`src/rtl/atc_pkg.sv`:
```
package atc_pkg;
   localparam int unsigned CLK_PERIOD_NS      = 5;
   localparam int unsigned HOLD_DELAY_NS      = 100;
   localparam int unsigned DAC_UPD_DELAY_NS   = 100;
   localparam int unsigned SYNC_LAT_CYC       = 3;
   localparam int unsigned HOLD_DELAY_CYC     = HOLD_DELAY_NS / CLK_PERIOD_NS;
   localparam int unsigned DAC_UPD_DELAY_CYC  = DAC_UPD_DELAY_NS
                                                / CLK_PERIOD_NS;

   localparam int unsigned ADDR_W = 4;
   localparam int unsigned DATA_W = 16;
   localparam int unsigned CNT_W  = 16;

   localparam logic [ADDR_W-1:0] OFS_CTRL     = 4'h0;
   localparam logic [ADDR_W-1:0] OFS_SAMPLES  = 4'h1;
   localparam logic [ADDR_W-1:0] OFS_INTERVAL = 4'h2;
   localparam logic [ADDR_W-1:0] OFS_STATUS   = 4'h3;
   localparam logic [ADDR_W-1:0] OFS_REMAIN   = 4'h4;
   localparam logic [ADDR_W-1:0] OFS_CMD      = 4'h5;

   localparam int unsigned CTL_EXT_CONV   = 0;
   localparam int unsigned CTL_PRETRIG    = 1;
   localparam int unsigned CTL_TRIG_BLOCK = 2;
   localparam int unsigned CTL_SW_GATE    = 3;
   localparam int unsigned CTL_UPD_SRC    = 4;
   localparam int unsigned CTL_WAVE_MODE  = 5;
   localparam int unsigned CTL_BITS       = 6;
   localparam logic [CTL_BITS-1:0] CTRL_RST = 6'h08;

   localparam int unsigned CMD_START = 0;
   localparam int unsigned CMD_ABORT = 1;

   localparam logic [CNT_W-1:0] SAMPLES_RST  = 16'h0010;
   localparam logic [CNT_W-1:0] INTERVAL_RST = 16'h00C8;
   localparam logic [CNT_W-1:0] CNT_ONE      = 16'h0001;
   localparam logic [CNT_W-1:0] CNT_ZERO     = 16'h0000;
   localparam logic [DATA_W-1:0] DATA_ZERO   = 16'h0000;

   localparam int unsigned N_SYNC    = 4;
   localparam int unsigned SYN_CONV  = 0;
   localparam int unsigned SYN_TRIG  = 1;
   localparam int unsigned SYN_GATE  = 2;
   localparam int unsigned SYN_DAC   = 3;

   typedef enum logic [3:0] {
      ST_IDLE  = 4'b0001,
      ST_PRE   = 4'b0010,
      ST_POST  = 4'b0100,
      ST_DONE  = 4'b1000
   } atc_state_type;
endpackage

```
`src/rtl/atc_sync_if.sv`:
```
`timescale 1ns/100ps
`default_nettype none
interface atc_sync_if;
   import atc_pkg::*;
   logic [N_SYNC-1:0] raw;
   logic [N_SYNC-1:0] level;
   logic [N_SYNC-1:0] fall;
   modport src (output raw, input level, input fall);
   modport syn (input raw, output level, output fall);
endinterface
`default_nettype wire

```
`src/rtl/atc_sync.sv`:
```
`timescale 1ns/100ps
`default_nettype none
module atc_sync (
   input  wire logic     i_clock,
   input  wire logic     i_rst,
   atc_sync_if.syn       sif
);
   import atc_pkg::*;

   typedef struct packed {
      logic [N_SYNC-1:0] meta;
      logic [N_SYNC-1:0] stab;
      logic [N_SYNC-1:0] prev;
   } atc_sync_st_type;

   atc_sync_st_type st_r;
   atc_sync_st_type st_nxt;

   // all inputs idle high, so reset loads ones and no false edge appears
   always_comb begin
      st_nxt      = st_r;
      st_nxt.meta = sif.raw;
      st_nxt.stab = st_r.meta;
      st_nxt.prev = st_r.stab;
   end

   always_ff @(posedge i_clock) begin
      if (i_rst) begin
         st_r <= '1;
      end else begin
         st_r <= st_nxt;
      end
   end

   assign sif.level = st_r.stab;
   assign sif.fall  = st_r.prev & ~st_r.stab;
endmodule
`default_nettype wire

```
`src/rtl/atc_trigger_ctrl.sv`:
```
// How it works
// - low pulse on convert pin starts conversion
// - hold strobe at fixed delay under 100ns
// - counter drives pin only in internal mode
// - conversions blocked outside sequence or gated
// - trigger falling edge starts both counters
// - pretrigger: second edge enables sample countdown
// - first conversion within one sample interval
// - internal start ANDed with trigger pin
// - control bit blocks external trigger
// - gate pin low blocks all conversions
// - update pin edge updates dac if enabled
// - dac update strobe within 100ns
`timescale 1ns/100ps
`default_nettype none
module atc_trigger_ctrl (
   input  wire logic                  i_clock,
   input  wire logic                  i_rst,
   input  wire logic [atc_pkg::ADDR_W-1:0] i_addr,
   input  wire logic [atc_pkg::DATA_W-1:0] i_wdata,
   input  wire logic                  i_wr,
   input  wire logic                  i_rd,
   output logic [atc_pkg::DATA_W-1:0] o_rdata,
   input  wire logic                  i_ext_convert_n,
   output logic                       o_ext_convert_n,
   output logic                       o_ext_convert_n_oe,
   input  wire logic                  i_ext_acq_trigger_n,
   input  wire logic                  i_ext_convert_gate_n,
   input  wire logic                  i_ext_dac_update_n,
   output logic                       o_adc_hold,
   output logic                       o_dac_update,
   output logic                       o_acq_active,
   output logic                       o_acq_done
);
   import atc_pkg::*;

   typedef struct packed {
      atc_state_type          state;
      logic [CTL_BITS-1:0]    ctrl;
      logic [CNT_W-1:0]       samples;
      logic [CNT_W-1:0]       interval;
      logic [CNT_W-1:0]       remain;
      logic [CNT_W-1:0]       tick;
      logic                   counting;
      logic                   cnt_out;
      logic                   hold;
      logic                   dac_upd;
      logic [DATA_W-1:0]      rdata;
   } atc_top_st_type;

   atc_top_st_type st_r;
   atc_top_st_type st_nxt;

   atc_sync_if sif ();

   atc_sync u_sync (
      .i_clock (i_clock),
      .i_rst   (i_rst),
      .sif     (sif)
   );

   // the pin readback carries the counter's own drive in internal mode
   assign sif.raw[SYN_CONV] = i_ext_convert_n;
   assign sif.raw[SYN_TRIG] = i_ext_acq_trigger_n;
   assign sif.raw[SYN_GATE] = i_ext_convert_gate_n;
   assign sif.raw[SYN_DAC]  = i_ext_dac_update_n;

   function automatic logic hit(input logic [ADDR_W-1:0] a,
                                input logic [ADDR_W-1:0] ofs);
      hit = (a == ofs);
   endfunction

   // one decode serves the conversion gate and the status output
   function automatic logic in_seq(input atc_state_type s);
      in_seq = (s == ST_PRE) || (s == ST_POST);
   endfunction

   logic active;
   logic ext_mode;
   logic gate_open;
   logic conv_req;
   logic trig_edge;
   logic sw_start;
   logic sw_abort;
   logic tick_wrap;

   always_comb begin
      active    = in_seq(st_r.state);
      ext_mode  = st_r.ctrl[CTL_EXT_CONV];
      // gate pin low or software gate low shuts conversions
      gate_open = sif.level[SYN_GATE] & st_r.ctrl[CTL_SW_GATE];
      tick_wrap = (st_r.tick == CNT_ZERO);
      // trigger edge ignored when blocked by control
      trig_edge = sif.fall[SYN_TRIG] & ~st_r.ctrl[CTL_TRIG_BLOCK];
      sw_start  = i_wr && hit(i_addr, OFS_CMD) && i_wdata[CMD_START];
      sw_abort  = i_wr && hit(i_addr, OFS_CMD) && i_wdata[CMD_ABORT];
      if (ext_mode) begin
         conv_req = sif.fall[SYN_CONV];
      end else begin
         conv_req = st_r.counting && tick_wrap;
      end
      conv_req = conv_req && active && gate_open;
   end

   always_comb begin
      st_nxt         = st_r;
      st_nxt.hold    = 1'b0;
      st_nxt.dac_upd = 1'b0;
      st_nxt.cnt_out = 1'b1;
      st_nxt.rdata   = DATA_ZERO;

      if (i_wr) begin
         if (hit(i_addr, OFS_CTRL)) begin
            st_nxt.ctrl = i_wdata[CTL_BITS-1:0];
         end
         if (hit(i_addr, OFS_SAMPLES)) begin
            st_nxt.samples = i_wdata[CNT_W-1:0];
         end
         if (hit(i_addr, OFS_INTERVAL)) begin
            st_nxt.interval = i_wdata[CNT_W-1:0];
         end
      end

      // interval counter: reloads on wrap so each period is interval+1
      if (st_r.counting) begin
         if (tick_wrap) begin
            st_nxt.tick = st_r.interval;
         end else begin
            st_nxt.tick = st_r.tick - CNT_ONE;
         end
         st_nxt.cnt_out = ~tick_wrap;
      end

      unique case (st_r.state)
         ST_IDLE, ST_DONE: begin
            // internal start needs trigger pin high too
            if ((sw_start && sif.level[SYN_TRIG]) || trig_edge) begin
               st_nxt.state    = st_r.ctrl[CTL_PRETRIG] ? ST_PRE : ST_POST;
               st_nxt.remain   = st_r.samples;
               // first tick fires at once, well inside one interval
               st_nxt.tick     = CNT_ZERO;
               st_nxt.counting = 1'b1;
            end
         end
         ST_PRE: begin
            // data taken but remain not counted down until the second edge
            if (trig_edge) begin
               st_nxt.state = ST_POST;
            end
         end
         ST_POST: begin
            if (conv_req) begin
               st_nxt.remain = st_r.remain - CNT_ONE;
               if (st_r.remain <= CNT_ONE) begin
                  st_nxt.state    = ST_DONE;
                  st_nxt.counting = 1'b0;
               end
            end
         end
      endcase

      if (sw_abort) begin
         st_nxt.state    = ST_IDLE;
         st_nxt.counting = 1'b0;
      end

      // hold strobe has fixed latency from the edge: sync plus one reg
      st_nxt.hold = conv_req;

      // dac update: only external source and waveform mode programmed
      st_nxt.dac_upd = sif.fall[SYN_DAC] && ~st_r.ctrl[CTL_UPD_SRC]
                       && st_r.ctrl[CTL_WAVE_MODE];

      if (i_rd) begin
         if (hit(i_addr, OFS_CTRL)) begin
            st_nxt.rdata = {{(DATA_W-CTL_BITS){1'b0}}, st_r.ctrl};
         end else if (hit(i_addr, OFS_SAMPLES)) begin
            st_nxt.rdata = st_r.samples;
         end else if (hit(i_addr, OFS_INTERVAL)) begin
            st_nxt.rdata = st_r.interval;
         end else if (hit(i_addr, OFS_STATUS)) begin
            st_nxt.rdata = DATA_W'({sif.level, st_r.state});
         end else if (hit(i_addr, OFS_REMAIN)) begin
            st_nxt.rdata = st_r.remain;
         end
      end
   end

   always_ff @(posedge i_clock) begin
      if (i_rst) begin
         st_r.state    <= ST_IDLE;
         st_r.ctrl     <= CTRL_RST;
         st_r.samples  <= SAMPLES_RST;
         st_r.interval <= INTERVAL_RST;
         st_r.remain   <= CNT_ZERO;
         st_r.tick     <= CNT_ZERO;
         st_r.counting <= 1'b0;
         st_r.cnt_out  <= 1'b1;
         st_r.hold     <= 1'b0;
         st_r.dac_upd  <= 1'b0;
         st_r.rdata    <= DATA_ZERO;
      end else begin
         st_r <= st_nxt;
      end
   end

   // counter drives the shared pin whenever CTL_EXT_CONV is clear, pacing or not; else released
   assign o_ext_convert_n    = st_r.cnt_out;
   assign o_ext_convert_n_oe = ~st_r.ctrl[CTL_EXT_CONV];
   assign o_adc_hold         = st_r.hold;
   assign o_dac_update       = st_r.dac_upd;
   assign o_acq_active       = in_seq(st_r.state);
   assign o_acq_done         = (st_r.state == ST_DONE);
   assign o_rdata            = st_r.rdata;
endmodule
`default_nettype wire

```
`config.mk`:
```
export PLATFORM = sky130hd
export DESIGN_NAME = atc_trigger_ctrl
export DESIGN_NICKNAME = d
export VERILOG_FILES = /design/src/rtl/atc_pkg.sv /design/src/rtl/atc_sync_if.sv /design/src/rtl/atc_sync.sv /design/src/rtl/atc_trigger_ctrl.sv
export SDC_FILE = /design/constraint.sdc
export NUM_CORES = 1
export LEC_CHECK = 0
export BUFFER_PORTS_ARGS = -buffer_cell sky130_fd_sc_hd__buf_2
export CAP_MARGIN = 20
export CORE_ASPECT_RATIO = 0.6
export CORE_MARGIN = 10
export CORE_UTILIZATION = 55
export CTS_CLUSTER_DIAMETER = 80
export CTS_CLUSTER_SIZE = 30
export DETAILED_ROUTE_END_ITERATION = 8
export GPL_ROUTABILITY_DRIVEN = 0
export PLACE_DENSITY_LB_ADDON = 0.05
export SYNTH_ARGS = -nofsm -noshare
export SYNTH_HDL_FRONTEND = slang
export SYNTH_HIERARCHICAL = 1
export SYNTH_SLANG_ARGS = --single-unit
export TNS_END_PERCENT = 5
```
`constraint.sdc`:
```
create_clock -name i_clock -period 3.6 [get_ports i_clock]
set_clock_uncertainty 0.15 [all_clocks]
set_input_delay 0.36 -clock i_clock [delete_from_list [all_inputs] [get_ports i_clock]]
set_output_delay 0.36 -clock i_clock [all_outputs]
set_load 0.02 [all_outputs]
```
[Word-level counts from Yosys, hierarchy flattened]
Cells that the tools add are included.
Word-level totals
  bits in registers: 106
  bits of input ports: 28
  output and inout bits: 22
  word-level logic and storage cells: 87
Operators by class
  add/subtract/negate cells: 2
  order comparisons: 1
  eq/ne operators: 13
  muxes and demuxes: 21
  bitwise logic cells: 10
  reduce and logical (&&, ||, !) cells: 25
Operators with widths (number)
  $mux 16: 8
  $mux 33: 1
  $pmux 16 s2: 1
  $sub 16x1->16 const B: 2
  $le 16x1->1 const B: 1
  $logic_not 16->1: 1
  $mux 4: 4
  $eq 4x2->1 const B: 3
  $eq 4x3->1 const B: 3
  $pmux 4 s3: 1
  $logic_and 1x1->1: 9
  $eq 4x1->1 const B: 2
  $reduce_and 4->1: 2
  $reduce_or 2->1: 4
  $mux 6: 1
  $ne 2x2->1 const B: 3
  $not 1->1: 6
  $reduce_and 2->1: 3
  $and 4x4->4: 1
  $eq 4x4->1 const B: 1
  $logic_not 4->1: 1
  $not 4->4: 1
  $mux 1: 3
  $mux 3: 1
  other kinds (7): 9

[Depth between registers and ports, before layout]
Gate-level depths: netlist (run 1).
  word-level depth: 7
  depth in mapped cells: 9
  depth with buffers taken out: 7

[Hierarchy]
Netlist (run 1), hierarchy kept.
Modules (own cells, without submodules)
  atc_trigger_ctrl: instances 1, cells an instance 647, area an instance 4993.5 um^2
  atc_sync: instances 1, cells an instance 33, area an instance 381.6 um^2

[Least setup slack after synthesis (run 1)]
Ideal clock, no wire load.
  path kind: register -> register
  start: reg st_r[36] (netlist bit)
  end: reg st_r[50] (netlist bit)
  library setup time: 133 ps
  arrival: 1972 ps
  required time: 3317 ps
  setup slack: 1346 ps
  cell stages (with the launch flop): 8
  path buffers: 0
  path through: dfxtp_1 -> inv_1 -> ha_1 -> or4b_2 -> nor2_1 -> nand2_1 -> nor4_1 -> o32ai_1
Between the ends
  cells in the longest elaborated chain, start to end: 3
RTL lines
  start, declared: line atc_trigger_ctrl.sv:51  | atc_top_st_type st_r;
  start signal, assigned: line atc_trigger_ctrl.sv:203  | st_r <= st_nxt;
  $sub 16x1->16: line atc_trigger_ctrl.sv:153  | st_nxt.remain = st_r.remain - CNT_ONE;
  $mux 16: line atc_trigger_ctrl.sv:152  | if (conv_req) begin
  $pmux 16 s2: line atc_trigger_ctrl.sv:134  | unique case (st_r.state)
Every way passes these cells. The select of a mux whose other input is x is not followed.
A chain may end at the register's enable or synchronous reset.

[Worst setup path after layout (run 1)]
  start: reg st_r[92] (netlist bit)
  end: reg st_r[42] (netlist bit)
Between the ends
  cells in the longest elaborated chain, start to end: 6
  elaborated cells on any way between the ends: 13
RTL lines
  $eq 4x2->1 / $eq 4x3->1 (equally long branches): line atc_trigger_ctrl.sv:75, atc_trigger_ctrl.sv:134
  $logic_or 1x1->1: line atc_trigger_ctrl.sv:75  | in_seq = (s == ST_PRE) || (s == ST_POST);
  $logic_and 1x1->1 (2 in a row): line atc_trigger_ctrl.sv:102  | conv_req = conv_req && active && gate_open;
  $ne 2x2->1 (no line)
  $reduce_and 3->1 (no line)
Parallel ways exist; a longest one is shown, timed or not.

==> results of run 1 <==
-- power by group --
group,leakage (nW),internal [mW],switching [mW],total (mW)
registers,0.851,1.20,0.0560,1.25
logic,1.14,0.238,0.379,0.617
clock network,0.138,0.556,0.431,0.987
total,2.13,1.99,0.866,2.86
-- metal layers --
layer	wire length, um	GRT usage
met2	6400	0.311
met3	1890	0.0660
met1	7390	0.320
met5	0	0
met4	169	0.0501
-- worst min-delay path by stage --
stage,start,depth (start not counted),end
floorplan,u_sync/st_nxt[4],1,u_sync/sif.level[0]
global placement,u_sync/st_nxt[5],1,u_sync/sif.level[1]
detailed placement,u_sync/st_nxt[4],1,u_sync/sif.level[0]
CTS,i_ext_convert_gate_n,2,u_sync/st_nxt[6]
global route,i_ext_dac_update_n,2,u_sync/st_nxt[7]
finish,i_ext_convert_gate_n,2,u_sync/st_nxt[6]
-- state kept, by name, summed over array words and instances, names as in the netlist --
signal            cells
st_r                 74
o_rdata              16
u_sync/sif.level      4
u_sync/st_nxt         4
u_sync/st_r           3
ext_mode              1
o_adc_hold            1
o_dac_update          1
o_ext_convert_n       1
-- per-stage QoR --
step	power, mW	hold slack, ns	area (um^2)	std cells	util
finish	2.86	0.0376	5750	812	0.616
detailed placement	1.88	0.242	5450	796	0.584
global route	2.99	0.0443	5750	811	0.616
global placement	1.87	0.234	5450	796	0.584
floorplan	1.74	0.233	5340	677	-
CTS	2.86	0.0336	5750	811	0.616
-- placed cells by master (no fill, tap or decap), types with 4 or more instances in the layout --
cell type,count
o211ai_1,8
a21oi_1,96
a32oi_1,4
nand2b_1,18
a211oi_1,9
nor3_1,24
buf_2,49
buf_4,10
nand2_1,118
or3_1,6
and3_1,5
nor4b_1,4
nand4_1,4
nor2b_1,9
nor4_1,4
inv_1,15
o32ai_1,15
a21o_1,4
nor4_2,4
nand3b_1,6
o21ai_0,13
nand3_1,18
o31ai_1,4
clkbuf_16,9
nor2_1,37
mux2i_1,7
ha_1,4
or2_1,9
a22oi_1,5
o211a_1,4
dfxtp_1,105
-- cell type report --
type | count | share of cell area
Antenna cell | 1 | 0.000435
Clock buffer | 11 | 0.0422
Clock inverter | 4 | 0.00936
Inverter | 15 | 0.00980
Multi-Input combinational cell | 487 | 0.488
Sequential cell | 105 | 0.366
Tap cell | 130 | 0.0283
Timing Repair Buffer | 59 | 0.0557
==> out/summary.txt, run 1 <==
Worst Hold Class: input port to flop
Post-route ant nets: 0
Worst slack at placement: 0.604 ns
Routed WL per cell: 19.5 um
I/O pin count: 50
Max frequency: 0.334 GHz
CP Depth: 6
Hold Buf Count CTS: 0
Startpoint Class: flop
Crit-path cells: xnor2_1, nor4b_1, o211ai_2, buf_4, and2_0, o32ai_1
Clk pin slew, worst setup/hold paths: 0.07 ns
First-pass GRT wire length: 24.9 mm
CP max FO: 16
Run status: finished, final reports clean
Final setup fails: 0
Setup TNS: 0 ns
Actual slew at the worst max-slew pin: 1.02 ns
PnR worst setup slack: 0.606 ns
Sink Count: 105
Clk_lat worst skew: 0.35 ns
Max-slew headroom: 0.317
Post-Syn Area: 5340 um^2
Total global routing overflow: 0
Detailed-route DRC error count: 0
H-tree depth: 3
Area Overhead vs Synth: 7.59%
Worst Path Required: 3.69 ns
Critical path's slowest cell: nor4b_1
Via count: 5048
CP peak stage delay: 0.64 ns
Via/cell ratio: 6.22
LEAKAGE: 2.13 nW
Fin crit share: 0.832
Critical path endpoint: st_r[42]
# fillers: 881
Max Cap Viol: 0
Reg2Reg Depth: 6
DP HPWL: 11.6 mm
Total CTS buffers: 9
Largest net degree at the start of global routing: 51
Number of global-route vias before repair: 4571
Chip width: 147 um
Cell family with most CP delay: simple AND/OR/NAND/NOR gates
Fin. Hold Viols: 0
Average size of a mapped cell: 7.89 um^2
RSZ-0062 raised after global routing: no
Core Area: 9320 um^2
Fin crit period: 2.99 ns
Initial antenna violation count: 0
NumNets Final: 709
R2R setup slack: 0.61 ns
Die area: 14200 um^2
CP Data Arrival Time: 3.08 ns
Count of input and output buffers: 49
CTS Buffer Depth: 2
Syn nets: 709
Launching point of the worst reg2reg path: st_r[92]
Starting Density: 0.573
Crit Path Class: flop to flop
Setup bufs post-CTS: 0
FF+latch area: 2100 um^2
Share of cells above drive strength 1: 0.141
CP bufs+invs: 1
CTS tree: done
Total GRT Usage: 0.220
Synth Instances: 677
Multi-input gate area: 2810 um^2
Root Buffer: clkbuf_16
Power Density: 497 nW/um^2
Count of pins over their slew limit: 0
Critical R2R Capture: st_r[42]
Synth warn: 6
Crit path launch: st_r[92]
First-pass iteration count of the detailed router: 6
Row Count: 27
Number of DRC markers in iteration 0: 625
Die Y: 96.3 um
Crit. End Element: flop
Post-CTS resize count: 0
Peak supply drop: 236 uV
DRT Wirelength: 15.9 mm
No activity file was read; power rests on OpenSTA's default activity.
==> run 2, diff against run 1 <==
clock period = 2.8 ns   (was 3.6 ns; I/O delays follow)
==> run 2 against run 1 <==
Wire length decreased by 0.27%. Utilization increased by 1.5 points. Setup slack got worse by 0.34 ns. Non-clock buffer count increased by 18. Register-to-register slack got worse by 0.34 ns. Clock power increased by 31%. Power increased by 31%. Via count increased by 0.14%. Critical path type unchanged.
==> out/summary.txt, run 2 (synthesis results as in run 1) <==
Psw: 1.12 mW (+30%)
Largest net degree at the start of global routing: 53 (+3.9%)
Number of global-route vias before repair: 4597 (+0.57%)
Routed WL per cell: 19.0 um (-2.4%)
Int Pwr: 2.62 mW (+31%)
H-tree depth: 3 (unchanged)
Via/cell ratio: 6.09 (-2.0%)
Diode count: 0 (-1)
Max-slew headroom: 0.337 (+0.0193)
Flop pwr share: 0.430 (-0.009)
CTS Buffer Depth: 2 (unchanged)
Setup TNS: 0 ns (unchanged)
LEAKAGE: 2.22 nW (+4.2%)
CP Data Arrival Time: 2.63 ns (-0.45 ns)
Crit Path Class: flop to flop
Detailed-route DRC error count: 0 (unchanged)
Critical path's slowest cell: dfxtp_1
CP max FO: 14 (-2)
Max Cap Viol: 0 (unchanged)
Clk pin slew, worst setup/hold paths: 0.07 ns (about the same)
Starting Density: 0.573 (unchanged)
Crit-path cells: xnor2_1, nor4b_1, o211ai_2, and2_0, o32ai_1
Cell family with most CP delay: simple AND/OR/NAND/NOR gates
Share of cells above drive strength 1: 0.157 (+0.0162)
Final setup fails: 0 (unchanged)
Startpoint Class: flop
Crit. End Element: flop
Actual slew at the worst max-slew pin: 0.993 ns (-0.0289 ns)
Row Count: 27 (unchanged)
Power Density: 635 nW/um^2 (+28%)
Largest Register: st_r
Clock power share: 0.344 (about the same)
Clk_lat worst skew: 0.35 ns (about the same)
Sw Share: 0.300 (-0.00289)
Combinational power share: 0.226 (+0.010)
Largest register FFs: 74 (unchanged)
NumNets Final: 727 (+2.5%)
Sink Count: 105 (unchanged)
CP bufs+invs: 0 (-1)
Count of input and output buffers: 49 (unchanged)
CTS tree: done
Die Y: 96.3 um (unchanged)
FF+latch area: 2100 um^2 (unchanged)
Count of pins over their slew limit: 0 (unchanged)
Multi-input gate area: 2810 um^2 (unchanged)
Max frequency: 0.394 GHz (+18%)
Core Area: 9320 um^2 (unchanged)
Total global routing overflow: 0 (unchanged)
First-pass GRT wire length: 25.4 mm (+1.8%)
Area Overhead vs Synth: 10.3%
Total GRT Usage: 0.224 (+0.00352)
Post-route ant nets: 0 (unchanged)
First-pass iteration count of the detailed router: 5 (-1)
Commonest non-fill, non-tap cells in the layout: 118 x nand2_1, 105 x dfxtp_1, 96 x a21oi_1
# fillers: 860 (-2.4%)
Run status: finished, final reports clean
I/O pin count: 50 (unchanged)
CP peak stage delay: 0.57 ns (-0.07 ns)
Die area: 14200 um^2 (unchanged)
Total Power: 3.74 mW (+31%)
Worst Hold Class: input port to flop
Chip width: 147 um (unchanged)
DP HPWL: 11.7 mm (+0.77%)
Fin crit period: 2.54 ns (-0.458 ns)
Via count: 5055 (+0.14%)
Peak supply drop: 345 uV (+46%)
Number of DRC markers in iteration 0: 645 (+3.2%)
Initial antenna violation count: 1 (+1)
Root Buffer: clkbuf_16
Most common cell after layout, fill and taps aside: nand2_1
Setup bufs post-CTS: 0 (unchanged)
RSZ-0062 raised after global routing: no
DRT Wirelength: 15.8 mm (-0.27%)
Worst Path Required: 2.90 ns (-0.79 ns)
Total CTS buffers: 9 (unchanged)
Fin. Hold Viols: 0 (unchanged)
Fin crit share: 0.906 (+0.0741)
-- run 2: cell types whose count changed in the layout (fill, tap and decap cells not counted), sizes merged --
cell,previous run,this run
buf,59,73
clkinvlp,2,1
dlygate4sd3,0,4
diode,1,0
inv,15,16
clkbuf,11,12
-- run 2: through the flow --
stage          instance area, um^2  cells  worst slack, ns  hold slack [ns]   util
6_report                      5890    830            0.264           0.0106  0.632
5_1_grt                       5890    830           0.0102           0.0334  0.632
4_1_cts                       5890    830            0.170          0.00806  0.632
3_5_place_dp                  5550    810            0.193            0.239  0.596
3_3_place_gp                  5550    810            0.267            0.234  0.596
2_1_floorplan                 5340    677            0.546            0.227      -
-- run 2: what timing repair did --
item	in CTS	in global routing
setup endpoints to repair	0	1
hold endpoints to repair	4	0
hold buffers	4	0
gates resized for setup	0	1
-- run 2: power groups by stage --
stage                     Sequential [mW]  Combinational (mW)  Clock (mW)
after floorplan                      1.61               0.626           0
after global placement               1.64               0.810           0
after detailed placement             1.64               0.822           0
after CTS                            1.61               0.832        1.29
after global routing                 1.61               0.931        1.34
final                                1.61               0.845        1.29
-- run 2: worst paths after layout --
check	slack, ns	from	cells after the start	to
setup / recovery	0.26	st_r[91]	5	st_r[46]
hold / removal	0.01	i_wdata[7]	3	st_r[59]
setup reg to reg	0.26	st_r[91]	5	st_r[46]
hold reg to reg	0.26	u_sync/st_nxt[5]	1	u_sync/sif.level[1]
-- run 2: routing by layer --
metal  wire (um)  up-vias  global-route usage
li1            -     2409                   -
met1        7490     2362               0.324
met2        6270      258               0.315
met3        1890       24              0.0717
met4         148        2              0.0468
met5          13        -                   0
-- run 2: area by class of cell --
| cell class | instances | area share |
|---|---|---|
| clock buffer | 12 | 0.0418 |
| clock inverter | 4 | 0.00871 |
| inverter | 15 | 0.00956 |
| multi-input combinational | 487 | 0.477 |
| sequential | 105 | 0.357 |
| tap | 130 | 0.0276 |
| timing repair buffer | 77 | 0.0790 |
-- run 2: worst register-to-register path: stages, from the launching register on --
cell	delay (ns)
dfxtp_1	0.57
xnor2_1	0.14
nor4b_1	0.50
o211ai_2	0.16
and2_0	0.50
o32ai_1	0.42
==> run 3, diff against run 2 <==
==> constraint.sdc (replaced) <==
create_clock -name i_clock -period 2.8 [get_ports i_clock]
set_clock_uncertainty 0.15 [all_clocks]
set_input_delay 0.14 -clock i_clock [delete_from_list [all_inputs] [get_ports i_clock]]
set_output_delay 0.14 -clock i_clock [all_outputs]
set_load 0.02 [all_outputs]
==> run 3 against run 2 <==
Register-to-register slack worse by 0.04 ns. First-iteration DRC count increased by 4.3%. Non-clock buffer count is 13 higher. Flip-flop and latch count did not move. Largest cell class unchanged. Highest routed layer unchanged. Clock power down 11%. Critical path depth stayed put. Cell count rose by 1.4%. Largest power group unchanged. Power shrank 3.5%. Wire length increased by 2.2%. Critical path type unchanged. Die area did not move. Cell area up 1.8%.
==> out/summary.txt, run 3 (synthesis results as in run 1) <==
Critical R2R Capture: st_r[92]
Die area: 14200 um^2 (unchanged)
Fin. Hold Viols: 0 (unchanged)
Area Overhead vs Synth: 12.3%
Multi-input gate area: 2810 um^2 (+0.18%)
Sink Count: 105 (unchanged)
Hold path cells: 3 (unchanged)
FF+latch area: 2100 um^2 (unchanged)
DP Cell Count: 807 (-0.37%)
Most common cell after layout, fill and taps aside: nand2_1
Core Area: 9320 um^2 (unchanged)
CTS Buffer Depth: 2 (unchanged)
Largest Register: st_r
First-pass iteration count of the detailed router: 5 (unchanged)
Setup bufs post-CTS: 0 (unchanged)
PnR worst setup slack: 0.227 ns (-0.0367 ns)
Power Density: 602 nW/um^2 (-5.2%)
CP Data Arrival Time: 2.63 ns (about the same)
Crit. End Element: flop
Largest register FFs: 74 (unchanged)
I/O pin count: 50 (unchanged)
Count of input and output buffers: 49 (unchanged)
R2R setup slack: 0.23 ns (-0.04 ns)
Initial antenna violation count: 1 (unchanged)
Hold Crit Start: i_wr
Setup TNS: 0 ns (unchanged)
H-tree depth: 3 (unchanged)
Routed WL per cell: 19.2 um (+0.70%)
Fin crit share: 0.919 (+0.0131)
Largest net degree at the start of global routing: 32 (-40%)
Run status: finished, final reports clean
Startpoint Class: flop
Via/cell ratio: 6.06 (-0.49%)
Die Y: 96.3 um (unchanged)
Design area: 6000 um^2 (+1.8%)
Max-slew headroom: 0.341 (+0.00401)
Crit Path Class: flop to flop
Peak supply drop: 318 uV (-7.6%)
LEAKAGE: 2.25 nW (+1.4%)
Root Buffer: clkbuf_16
Max frequency: 0.389 GHz (-1.4%)
Non-Filler Instances: 842 (+1.4%)
Via count: 5103 (+0.95%)
NumNets Final: 740 (+1.8%)
Worst slack at placement: 0.151 ns (-0.0422 ns)
First-pass GRT wire length: 25.8 mm (+1.7%)
Total Power: 3.61 mW (-3.5%)
Max Cap Viol: 0 (unchanged)
Diode count: 0 (unchanged)
Fin crit period: 2.57 ns (+0.0367 ns)
Placement Cell Area: 5530 um^2 (-0.41%)
Critical path's slowest cell: dfxtp_1
CTS tree: done
DP HPWL: 11.7 mm (+0.55%)
Post-route ant nets: 0 (unchanged)
Crit path launch: st_r[91]
Clk pin slew, worst setup/hold paths: 0.07 ns (about the same)
Starting Density: 0.573 (unchanged)
Number of DRC markers in iteration 0: 673 (+4.3%)
Post-layout util: 0.643 (+0.0114)
Detailed-route DRC error count: 0 (unchanged)
RSZ-0062 raised after global routing: no
CP max FO: 13 (-1)
Clk_lat worst skew: 0.35 ns (about the same)
Hold Path End: ext_mode
Worst Hold Class: input port to flop
Launching point of the worst reg2reg path: st_r[91]
Crit-path cells: xnor2_1, nor4b_1, o21ai_0, o31ai_2, o32ai_1
DRT Wirelength: 16.2 mm (+2.2%)
Reg2Reg Depth: 5 (unchanged)
Total GRT Usage: 0.227 (+0.00355)
Share of cells above drive strength 1: 0.150 (-0.00686)
Count of pins over their slew limit: 0 (unchanged)
Hold Worst Slack: 0.0280 ns (+0.0174 ns)
Total CTS buffers: 9 (unchanged)
# fillers: 854 (-0.70%)
Worst Path Required: 2.86 ns (-0.04 ns)
Number of global-route vias before repair: 4629 (+0.70%)
Chip width: 147 um (unchanged)
Commonest non-fill, non-tap cells in the layout: 118 x nand2_1, 105 x dfxtp_1, 96 x a21oi_1
Total global routing overflow: 0 (unchanged)
Final setup fails: 0 (unchanged)
CP peak stage delay: 0.58 ns (about the same)
Actual slew at the worst max-slew pin: 0.987 ns (-0.00600 ns)
Row Count: 27 (unchanged)
[run 3: changes by cell type in the layout (fill, tap and decap cells not counted), sizes merged]
cell / delta
buf: -3
bufinv: -1
clkbuf: -1
clkinvlp: +1
dlygate4sd3: +16
[run 3: worst max-delay path by stage]
stage / endpoint / slack (ns) / cells after the start
floorplan: st_r[50] / 0.55 / 7
global placement: st_r[92] / 0.23 / 5
detailed placement: st_r[92] / 0.15 / 5
CTS: st_r[92] / 0.16 / 5
global route: st_r[49] / 0.08 / 5
finish: st_r[92] / 0.23 / 5
[run 3: repair_timing]
item                                    in CTS  in global routing
gates resized for setup                      0                  1
hold buffers                                20                  0
hold endpoints to repair                    42                  0
endpoints found under the setup margin       0                  2
[run 3: cell type report]
class,count,area share
multi-input combinational,487,0.469
timing repair buffer,90,0.101
clock inverter,4,0.00480
clock buffer,11,0.0388
sequential,105,0.350
tap,130,0.0271
inverter,15,0.00939
[run 3: layer usage]
metal | GRT usage | wire [um] | up-vias
met2 | 0.312 | 6410 | 251
met1 | 0.335 | 7610 | 2395
li1 | - | - | 2435
met3 | 0.0693 | 1960 | 20
met4 | 0.0534 | 153 | 2
met5 | 0 | 13 | -
[run 3: worst max-delay path: cells and delay by family, from the launching register on]
| family | cells | cell delay [ns] |
|---|---|---|
| XOR/XNOR | 1 | 0.15 |
| flip-flops | 1 | 0.58 |
| AND/OR/NAND/NOR | 1 | 0.49 |
| AO/OA/AOI/OAI | 3 | 1.07 |
[run 3: power by group]
group	total [mW]	switching (mW)	internal, mW
registers	1.61	0.0668	1.54
clock network	1.15	0.551	0.601
logic	0.851	0.493	0.358
